===== src/design/fault_mon_map.svh =====
// Offsets, field positions and timing counts of the fault status monitor
`ifndef FAULT_MON_MAP_SVH
`define FAULT_MON_MAP_SVH

// ****************************************************************
// Fault field positions in the report word
// ****************************************************************
`define FLT_BIT_RESET 0
`define FLT_BIT_SHORT 1
`define FLT_BIT_TEMP 2
`define FLT_BIT_FLASH 3
`define FLT_BIT_COMM 4
`define FLT_WIDTH 5

// ****************************************************************
// Stack addressing
// ****************************************************************
`define STACK_MAX 6
`define ADDR_SW_WIDTH 5
`define ADDR_WIDTH 3
`define ADDR_INVALID 3'h7

// ****************************************************************
// Thermal threshold and timing
// ****************************************************************
`define TEMP_LIMIT_C 8'h5a
`define CLK_HZ 25000000
`define BLINK_MS 250
`define BLINK_CYCLES ((`CLK_HZ / 1000) * `BLINK_MS)
`define BLINK_CNT_WIDTH 23

`endif


===== src/design/fault_mon_pkg.sv =====
// Types shared by the fault status monitor
package fault_mon_pkg;

	// Indicator display pattern
	typedef enum logic [2:0] {
		led_off_type_v,
		led_green,
		led_red,
		led_blink_green,
		led_blink_red,
		led_alternate
	} led_mode_type;

endpackage


===== src/design/led_driver.sv =====
// Bi-colour indicator driver with blink timebase
`timescale 1ns/1ns
`include "fault_mon_map.svh"

module led_driver #(
	parameter int blink_cycles = `BLINK_CYCLES
) (
	// Clock and reset
	input wire logic clk,
	input wire logic rst_n,
	input wire logic ce,
	// Pattern select
	input wire fault_mon_pkg::led_mode_type mode,
	// Indicator drive
	output logic led_green_on,
	output logic led_red_on
);

	// Blink timebase counter
	logic [`BLINK_CNT_WIDTH-1:0] cnt_ff;
	// Blink phase
	logic phase_ff;
	// Terminal count
	logic wrap;

	assign wrap = (cnt_ff == `BLINK_CNT_WIDTH'(blink_cycles - 1));

	// ****************************************************************
	// Timebase
	// ****************************************************************
	// Free running phase toggle
	always_ff @(posedge clk or negedge rst_n) begin
		if (!rst_n) begin
			cnt_ff <= '0;
			phase_ff <= 1'b0;
		end else if (ce) begin
			if (wrap) begin
				cnt_ff <= '0;
				phase_ff <= ~phase_ff;
			end else begin
				cnt_ff <= cnt_ff + 1'b1;
			end
		end
	end

	// ****************************************************************
	// Colour outputs
	// ****************************************************************
	// Registered colour per pattern
	always_ff @(posedge clk or negedge rst_n) begin
		if (!rst_n) begin
			led_green_on <= 1'b0;
			led_red_on <= 1'b0;
		end else if (ce) begin
			unique case (mode)
				fault_mon_pkg::led_off_type_v: begin
					led_green_on <= 1'b0;
					led_red_on <= 1'b0;
				end
				fault_mon_pkg::led_green: begin
					led_green_on <= 1'b1;
					led_red_on <= 1'b0;
				end
				fault_mon_pkg::led_red: begin
					led_green_on <= 1'b0;
					led_red_on <= 1'b1;
				end
				fault_mon_pkg::led_blink_green: begin
					led_green_on <= phase_ff;
					led_red_on <= 1'b0;
				end
				fault_mon_pkg::led_blink_red: begin
					led_green_on <= 1'b0;
					led_red_on <= phase_ff;
				end
				fault_mon_pkg::led_alternate: begin
					led_green_on <= phase_ff;
					led_red_on <= ~phase_ff;
				end
				default: begin
					led_green_on <= 1'b0;
					led_red_on <= 1'b0;
				end
			endcase
		end
	end

endmodule // led_driver


===== src/design/module_fault_status_monitor.sv =====
// Fault gathering, fault output, stack address and status indicator
`timescale 1ns/1ns
`include "fault_mon_map.svh"

module module_fault_status_monitor #(
	parameter int blink_cycles = `BLINK_CYCLES
) (
	// Clock, reset and enable
	input wire logic clk,
	input wire logic rst_n,
	input wire logic ce,
	// Driver conditions
	input wire logic init_done,
	input wire logic short_detect,
	input wire logic motor_current_en,
	input wire logic short_needs_current,
	input wire logic [7:0] heatsink_temp_c,
	// Flash write results
	input wire logic flash_write_ok,
	input wire logic flash_write_fail,
	// Communication failures
	input wire logic comm_fail_internal,
	input wire logic comm_fail_stack,
	// Host output data
	input wire logic host_clear_req,
	input wire logic output_fault_mode,
	input wire logic gp_output_value,
	input wire logic host_cmd_valid,
	// Stack address switches
	input wire logic [`ADDR_SW_WIDTH-1:0] addr_switch,
	input wire logic has_net_if,
	// Host input data
	output logic [`FLT_WIDTH-1:0] fault_report,
	output logic any_fault,
	// Discrete output
	output logic discrete_out,
	// Stack state
	output logic [`ADDR_WIDTH-1:0] stack_addr,
	output logic addr_error,
	output logic net_if_enable,
	// Command gate
	output logic host_cmd_accept,
	output logic cmd_locked,
	// Indicator
	output logic led_green_on,
	output logic led_red_on
);

	// ****************************************************************
	// Declarations
	// ****************************************************************
	// Latched fault flags
	logic [`FLT_WIDTH-1:0] fault_ff;
	// Live fault conditions
	logic [`FLT_WIDTH-1:0] live;
	// Sticky flash success lock
	logic flash_ok_ff;
	// Sticky flash failure
	logic flash_fail_ff;
	// Sticky comm failure
	logic comm_fail_ff;
	// Short condition after qualification
	logic short_live;
	// Over temperature condition
	logic temp_live;
	// Decoded address and validity
	logic [`ADDR_WIDTH-1:0] nxt_addr;
	logic nxt_addr_bad;
	// Indicator pattern
	fault_mon_pkg::led_mode_type led_mode;

	// ****************************************************************
	// Fault conditions
	// ****************************************************************
	// Some variants sense shorts only with current on
	assign short_live = short_detect &
		(motor_current_en | ~short_needs_current);
	// Strictly above the threshold
	assign temp_live = (heatsink_temp_c > `TEMP_LIMIT_C);

	// Live condition vector
	always_comb begin
		live = '0;
		live[`FLT_BIT_RESET] = ~init_done;
		live[`FLT_BIT_SHORT] = short_live;
		live[`FLT_BIT_TEMP] = temp_live;
		live[`FLT_BIT_FLASH] = flash_fail_ff;
		live[`FLT_BIT_COMM] = comm_fail_ff;
	end

	// ****************************************************************
	// Fault latches
	// ****************************************************************
	// Set wins over clear; clear only once condition gone
	always_ff @(posedge clk or negedge rst_n) begin
		if (!rst_n) begin
			fault_ff <= `FLT_WIDTH'(1 << `FLT_BIT_RESET);
		end else if (ce) begin
			if (host_clear_req) begin
				fault_ff <= live;
			end else begin
				fault_ff <= fault_ff | live;
			end
		end
	end

	// ****************************************************************
	// Power-cycle only conditions
	// ****************************************************************
	// Flash result and comm failure hold until reset
	always_ff @(posedge clk or negedge rst_n) begin
		if (!rst_n) begin
			flash_ok_ff <= 1'b0;
			flash_fail_ff <= 1'b0;
			comm_fail_ff <= 1'b0;
		end else if (ce) begin
			if (flash_write_ok) begin
				flash_ok_ff <= 1'b1;
			end
			if (flash_write_fail) begin
				flash_fail_ff <= 1'b1;
			end
			if (comm_fail_internal | comm_fail_stack) begin
				comm_fail_ff <= 1'b1;
			end
		end
	end

	// ****************************************************************
	// Host report and discrete output
	// ****************************************************************
	// Report word and output pin from flops
	always_ff @(posedge clk or negedge rst_n) begin
		if (!rst_n) begin
			fault_report <= '0;
			any_fault <= 1'b0;
			discrete_out <= 1'b0;
		end else if (ce) begin
			fault_report <= fault_ff | live;
			any_fault <= |(fault_ff | live);
			if (output_fault_mode) begin
				discrete_out <= ~|(fault_ff | live);
			end else begin
				discrete_out <= gp_output_value;
			end
		end
	end

	// ****************************************************************
	// Stack address decode
	// ****************************************************************
	// All off is zero, one switch is its position
	always_comb begin
		nxt_addr = '0;
		nxt_addr_bad = 1'b0;
		unique case (addr_switch)
			5'h00: nxt_addr = 3'h0;
			5'h01: nxt_addr = 3'h1;
			5'h02: nxt_addr = 3'h2;
			5'h04: nxt_addr = 3'h3;
			5'h08: nxt_addr = 3'h4;
			5'h10: nxt_addr = 3'h5;
			default: begin
				nxt_addr = `ADDR_INVALID;
				nxt_addr_bad = 1'b1;
			end
		endcase
	end

	// Registered address and interface enable
	always_ff @(posedge clk or negedge rst_n) begin
		if (!rst_n) begin
			stack_addr <= '0;
			addr_error <= 1'b0;
			net_if_enable <= 1'b0;
		end else if (ce) begin
			stack_addr <= nxt_addr;
			addr_error <= nxt_addr_bad;
			net_if_enable <= has_net_if & (nxt_addr == 3'h0);
		end
	end

	// ****************************************************************
	// Command gate
	// ****************************************************************
	// Commands refused after successful flash write until power cycle
	assign cmd_locked = flash_ok_ff;
	assign host_cmd_accept = host_cmd_valid & ~flash_ok_ff;

	// ****************************************************************
	// Indicator priority
	// ****************************************************************
	// Comm and flash over red over green
	always_comb begin
		if (comm_fail_ff) begin
			led_mode = fault_mon_pkg::led_alternate;
		end else if (flash_fail_ff) begin
			led_mode = fault_mon_pkg::led_blink_red;
		end else if (flash_ok_ff) begin
			led_mode = fault_mon_pkg::led_blink_green;
		end else if (fault_ff[`FLT_BIT_SHORT] | fault_ff[`FLT_BIT_TEMP]
			| short_live | temp_live) begin
			led_mode = fault_mon_pkg::led_red;
		end else if (init_done) begin
			led_mode = fault_mon_pkg::led_green;
		end else begin
			led_mode = fault_mon_pkg::led_off_type_v;
		end
	end

	// Indicator pattern generator
	led_driver #(
		.blink_cycles(blink_cycles)
	) u_led (
		.clk(clk),
		.rst_n(rst_n),
		.ce(ce),
		.mode(led_mode),
		.led_green_on(led_green_on),
		.led_red_on(led_red_on)
	);

endmodule // module_fault_status_monitor

===== config.mk =====
export PLATFORM = sky130hd
export DESIGN_NAME = module_fault_status_monitor
export DESIGN_NICKNAME = d
export VERILOG_FILES = /design/src/design/fault_mon_pkg.sv /design/src/design/led_driver.sv /design/src/design/module_fault_status_monitor.sv
export VERILOG_INCLUDE_DIRS = /design/src /design/src/design
export SDC_FILE = /design/constraint.sdc
export NUM_CORES = 1
export LEC_CHECK = 0
export BUFFER_PORTS_ARGS = -buffer_cell sky130_fd_sc_hd__buf_4
export CAP_MARGIN = 25
export CORE_AREA = 2 2 85 87
export CTS_CLUSTER_DIAMETER = 200
export CTS_CLUSTER_SIZE = 14
export DETAILED_ROUTE_END_ITERATION = 12
export DIE_AREA = 0 0 87 89
export PLACE_DENSITY_LB_ADDON = 0.2
export SLEW_MARGIN = 20
export SYNTH_ARGS = -nofsm -noshare
export SYNTH_HDL_FRONTEND = slang
export SYNTH_HIERARCHICAL = 1
export SYNTH_SLANG_ARGS = --single-unit

===== constraint.sdc =====
create_clock -name clk -period 6 [get_ports clk]
set_input_delay 0.3 -clock clk [delete_from_list [all_inputs] [get_ports clk]]
set_output_delay 0.3 -clock clk [all_outputs]
set_load 0.05 [all_outputs]

==> results.md <==
- Status: finished with violations
- Violations in the final reports: negative hold slack
- Hold Fails Final Rpt: 26
- Max-Cap Viols: 0
- Fin util: 41.9%
- Switching power summed over all nets: 208 µW
- LEAKAGE: roughly 1.2 nW
- Largest net degree at the start of global routing: 47
- Tightest Pin Transition: 0.662 ns
- Net count of the mapped netlist: 269
- Total area of multi-input combinational cells: about 1100 µm²
- DR WL/cell: 14.2 µm
- Final routed wirelength across all metal layers: about 5200 µm
- Count of unique library cells instantiated by Yosys: 49
- Most common library cell in the layout ignoring fill and taps: sky130_fd_sc_hd__dfrtp_1
- Via count of the first global-routing pass: 1821
- First-pass GRT wire length: 8770 µm
- Number of placed I/O pins: 45
- Setup repair after global routing missed its margin: no
- Remaining DRCs: 0
- Die boundary width: 87 µm
- Clock input transition at the sequential cells of the worst setup and hold paths: 0.09 ns
- Fin nets: 314
- Startpoint type of the worst setup path: flop
- Yosys Warn Count: 6
- Count of antenna-violating nets left after detailed routing: 0
- Sequential share of the synthesized area: 49.6%
- Number of input and output port buffers inserted: 44
- Design area: 2820 µm²
- Time the final worst path needs with I/O delays and setup: 2.18 ns
- FF/Latch Area: ~1200 µm²
- Type of the worst setup path: reg -> reg
- Net Sw Frac: 30.8%
- Power Internal: 467 µW
- H-tree depth: 2
- Number of failing setup endpoints in the final timing report: 0
- Number of vias after detailed routing: 1923
- GP Congestion: around 0.8
- Total die area: 7740 µm²
- Vias per cell: approximately 5.3
- Crit-path max FO: 7
- Number of DRC markers after the initial detailed-route iteration: 88
- Achievable Freq: approximately 460 MHz
- Share of power burned in the clock network: between 20 and 30%
- Share of power burned in combinational logic: roughly 17%
- Fraction of synthesis flops using an asynchronous set or reset pin: 100%
- Total iterations of the first detailed-routing run: 4
- Power density normalized to cell area: approximately 240 nW/µm²
- Buffers from clock root to sink, at most: 2
- Seq pwr share: 55.0%
- Ratio of cells with drive above 1 in the final layout: 21.1%
- Endpoint required time on the critical path: between 6 and 7 ns
- Post-cts sizing count: 0
- Gate count of the mapped netlist: 239
- Worst path arrival time: 2.41 ns
- Initial antenna violation count: 0
- Buffers inserted by post-CTS timing repair: 0
- Final-layout fill cell count: 689
- Antenna fix cells: 0
- Detailed-placement wirelength estimate: 3620 µm
- Total track usage: between 10% and 20%
- Final count of pins violating max slew: 0
- Core area: 6720 µm²
- Post-synthesis register bit count: 46
- Commonest cells after routing, fill and taps aside: 45 x sky130_fd_sc_hd__dfrtp_1, 44 x sky130_fd_sc_hd__buf_4, 24 x sky130_fd_sc_hd__nor2_1
- Worst-case vdd ir drop: 0.113 mV
- Row Count: 30
- Count of flip-flops with a built-in enable after synthesis: 0
- Main synth FF type: sky130_fd_sc_hd__dfrtp_1
- CTS root buffer: sky130_fd_sc_hd__clkbuf_8
- Number of clock buffers inserted by TritonCTS: 5
- Accumulated negative setup slack: 0 ns
- Source-to-sink clock delay at the later pin of the worst-skew pair: 0.31 ns
- Type of the tightest min-delay check: in -> async
- Clock net sink count: 46
- CTS tree: done
- Die height: between 80 and 90 µm
- Initial Utilization: 34.6%
- Post-DP Area: 2730 µm²
- Mean instance size in the synthesized netlist: 9.72 µm²
- Largest clock skew in the final design: around 0.009 ns
- Slew HR: 55.5%
- Global-route congestion overflow total: 0
- Layout-stage area growth over the synthesis result: 21.2%
- Sort of element at the end of the critical path: flop
- Hold bufs inserted after CTS: 0
- Worst hold margin: -0.0191 ns
- Cell Area, Synth: 2320 µm²
- Portion of the clock cycle consumed by the worst path in the final layout: 36.3%
## per-layer routing
layer | share of wire (%) | track usage (%) | vias to the layer above
li1 | - | - | 968
met3 | 4.9 | 2.95 | 9
met5 | 0 | 0 | -
met2 | 45 | 22.1 | 40
met1 | 48 | 19.4 | 906
met4 | 1.8 | 7.10 | 0
## cell families (layout without fill, tap and decap cells)
kind of cell / Yosys count / in the layout / synth area share (%)
simple gates: 103 / 103 / 25.2
flops: 46 / 46 / 49.6
xor+xnor: 13 / 13 / 4.90
fa+ha+maj: 4 / 4 / 1.83
compound gates: 57 / 57 / 15.8
buf+inv: 16 / 62 / 2.64
## sequential cells by signal, summed over array words and instances, names as in the netlist
name                flops
cmd_locked              1
comm_fail_ff            1
fault_ff                5
flash_fail_ff           1
fault_report            5
any_fault               1
u_led/led_green_on      1
addr_error              1
discrete_out            1
u_led/phase_ff          1
stack_addr              3
net_if_enable           1
u_led/led_red_on        1
u_led/cnt_ff           23
## worst paths after layout
path | to | cells past startpoint | startpoint | slack, ns
max | u_led/cnt_ff[20]$_DFFE_PN0P_ | 5 | u_led/cnt_ff[0]$_DFFE_PN0P_ | 3.82
min | discrete_out$_DFFE_PN0P_ | 1 | rst_n | -0.02
max reg2reg | u_led/cnt_ff[20]$_DFFE_PN0P_ | 5 | u_led/cnt_ff[0]$_DFFE_PN0P_ | 3.82
min reg2reg | fault_ff[0]$_DFFE_PN1P_ | 2 | fault_ff[0]$_DFFE_PN1P_ | 0.49
max in group asynchronous | u_led/cnt_ff[7]$_DFFE_PN0P_ | 1 | rst_n | 5.61
min in group clk | fault_ff[0]$_DFFE_PN1P_ | 2 | init_done | 0.18
## synth_stat cells, types with 2 or more instances
cell | count | area share (%)
sky130_fd_sc_hd__dfrtp_1 | 45 | 48
sky130_fd_sc_hd__nor2_1 | 24 | 3.9
sky130_fd_sc_hd__a21oi_1 | 19 | 4.1
sky130_fd_sc_hd__nand2_1 | 19 | 3.1
sky130_fd_sc_hd__o21ai_0 | 11 | 2.4
sky130_fd_sc_hd__inv_1 | 10 | 1.6
sky130_fd_sc_hd__nand4_1 | 8 | 2.2
sky130_fd_sc_hd__xnor2_1 | 8 | 3.0
sky130_fd_sc_hd__nand3_1 | 7 | 1.5
sky130_fd_sc_hd__or3_1 | 7 | 1.9
sky130_fd_sc_hd__a31oi_1 | 6 | 1.6
sky130_fd_sc_hd__nor3_1 | 6 | 1.3
sky130_fd_sc_hd__nor4_1 | 5 | 1.3
sky130_fd_sc_hd__xor2_1 | 5 | 1.9
sky130_fd_sc_hd__nand2b_1 | 4 | 1.1
sky130_fd_sc_hd__nor2b_1 | 4 | 1.1
sky130_fd_sc_hd__clkbuf_1 | 3 | 0.48
sky130_fd_sc_hd__maj3_1 | 3 | 1.3
sky130_fd_sc_hd__o2bb2ai_1 | 3 | 1.1
sky130_fd_sc_hd__o31ai_1 | 3 | 0.97
sky130_fd_sc_hd__or4_1 | 3 | 0.97
sky130_fd_sc_hd__a22o_1 | 2 | 0.75
sky130_fd_sc_hd__a32o_1 | 2 | 0.86
sky130_fd_sc_hd__and3_1 | 2 | 0.54
sky130_fd_sc_hd__and4_1 | 2 | 0.75
sky130_fd_sc_hd__buf_1 | 2 | 0.32
sky130_fd_sc_hd__nor4b_1 | 2 | 0.75
sky130_fd_sc_hd__o21a_1 | 2 | 0.65
sky130_fd_sc_hd__or2_2 | 2 | 0.54
## area by class of cell
| cell class | instances | share of cell area [%] |
|---|---|---|
| clock buffer | 6 | 2.58 |
| inverter | 10 | 1.33 |
| clock inverter | 2 | 0.489 |
| timing repair buffer | 44 | 11.7 |
| tap | 80 | 3.56 |
| multi-input combinational | 177 | 39.4 |
| sequential | 46 | 40.9 |
## worst max-delay path, cell delays in order (launching register included)
cell	delay, ns
sky130_fd_sc_hd__dfrtp_1	0.44
sky130_fd_sc_hd__ha_1	0.24
sky130_fd_sc_hd__nand4_1	0.25
sky130_fd_sc_hd__or4_1	0.66
sky130_fd_sc_hd__or3_1	0.35
sky130_fd_sc_hd__a21oi_1	0.16
## metrics by stage
| step | hold slack, ns | total power, mW | instances | setup WS, ns |
|---|---|---|---|---|
| after floorplan | 0.00441 | 0.438 | 239 | 3.85 |
| after global placement | 0.352 | 0.490 | 357 | 3.65 |
| after detailed placement | 0.353 | 0.489 | 357 | 3.59 |
| after CTS | 0.0142 | 0.685 | 365 | 3.84 |
| after global routing | 0.0351 | 0.712 | 365 | 3.67 |
| final | -0.0191 | 0.676 | 365 | 3.82 |
## power groups by stage
stage	clock network, mW	registers [mW]	logic, mW
after global routing	0.212	0.377	0.123
after global placement	0	0.378	0.112
after CTS	0.201	0.371	0.113
final	0.193	0.371	0.111
after floorplan	0	0.389	0.0497
after detailed placement	0	0.376	0.113
No activity file was read; power rests on OpenSTA's default activity.
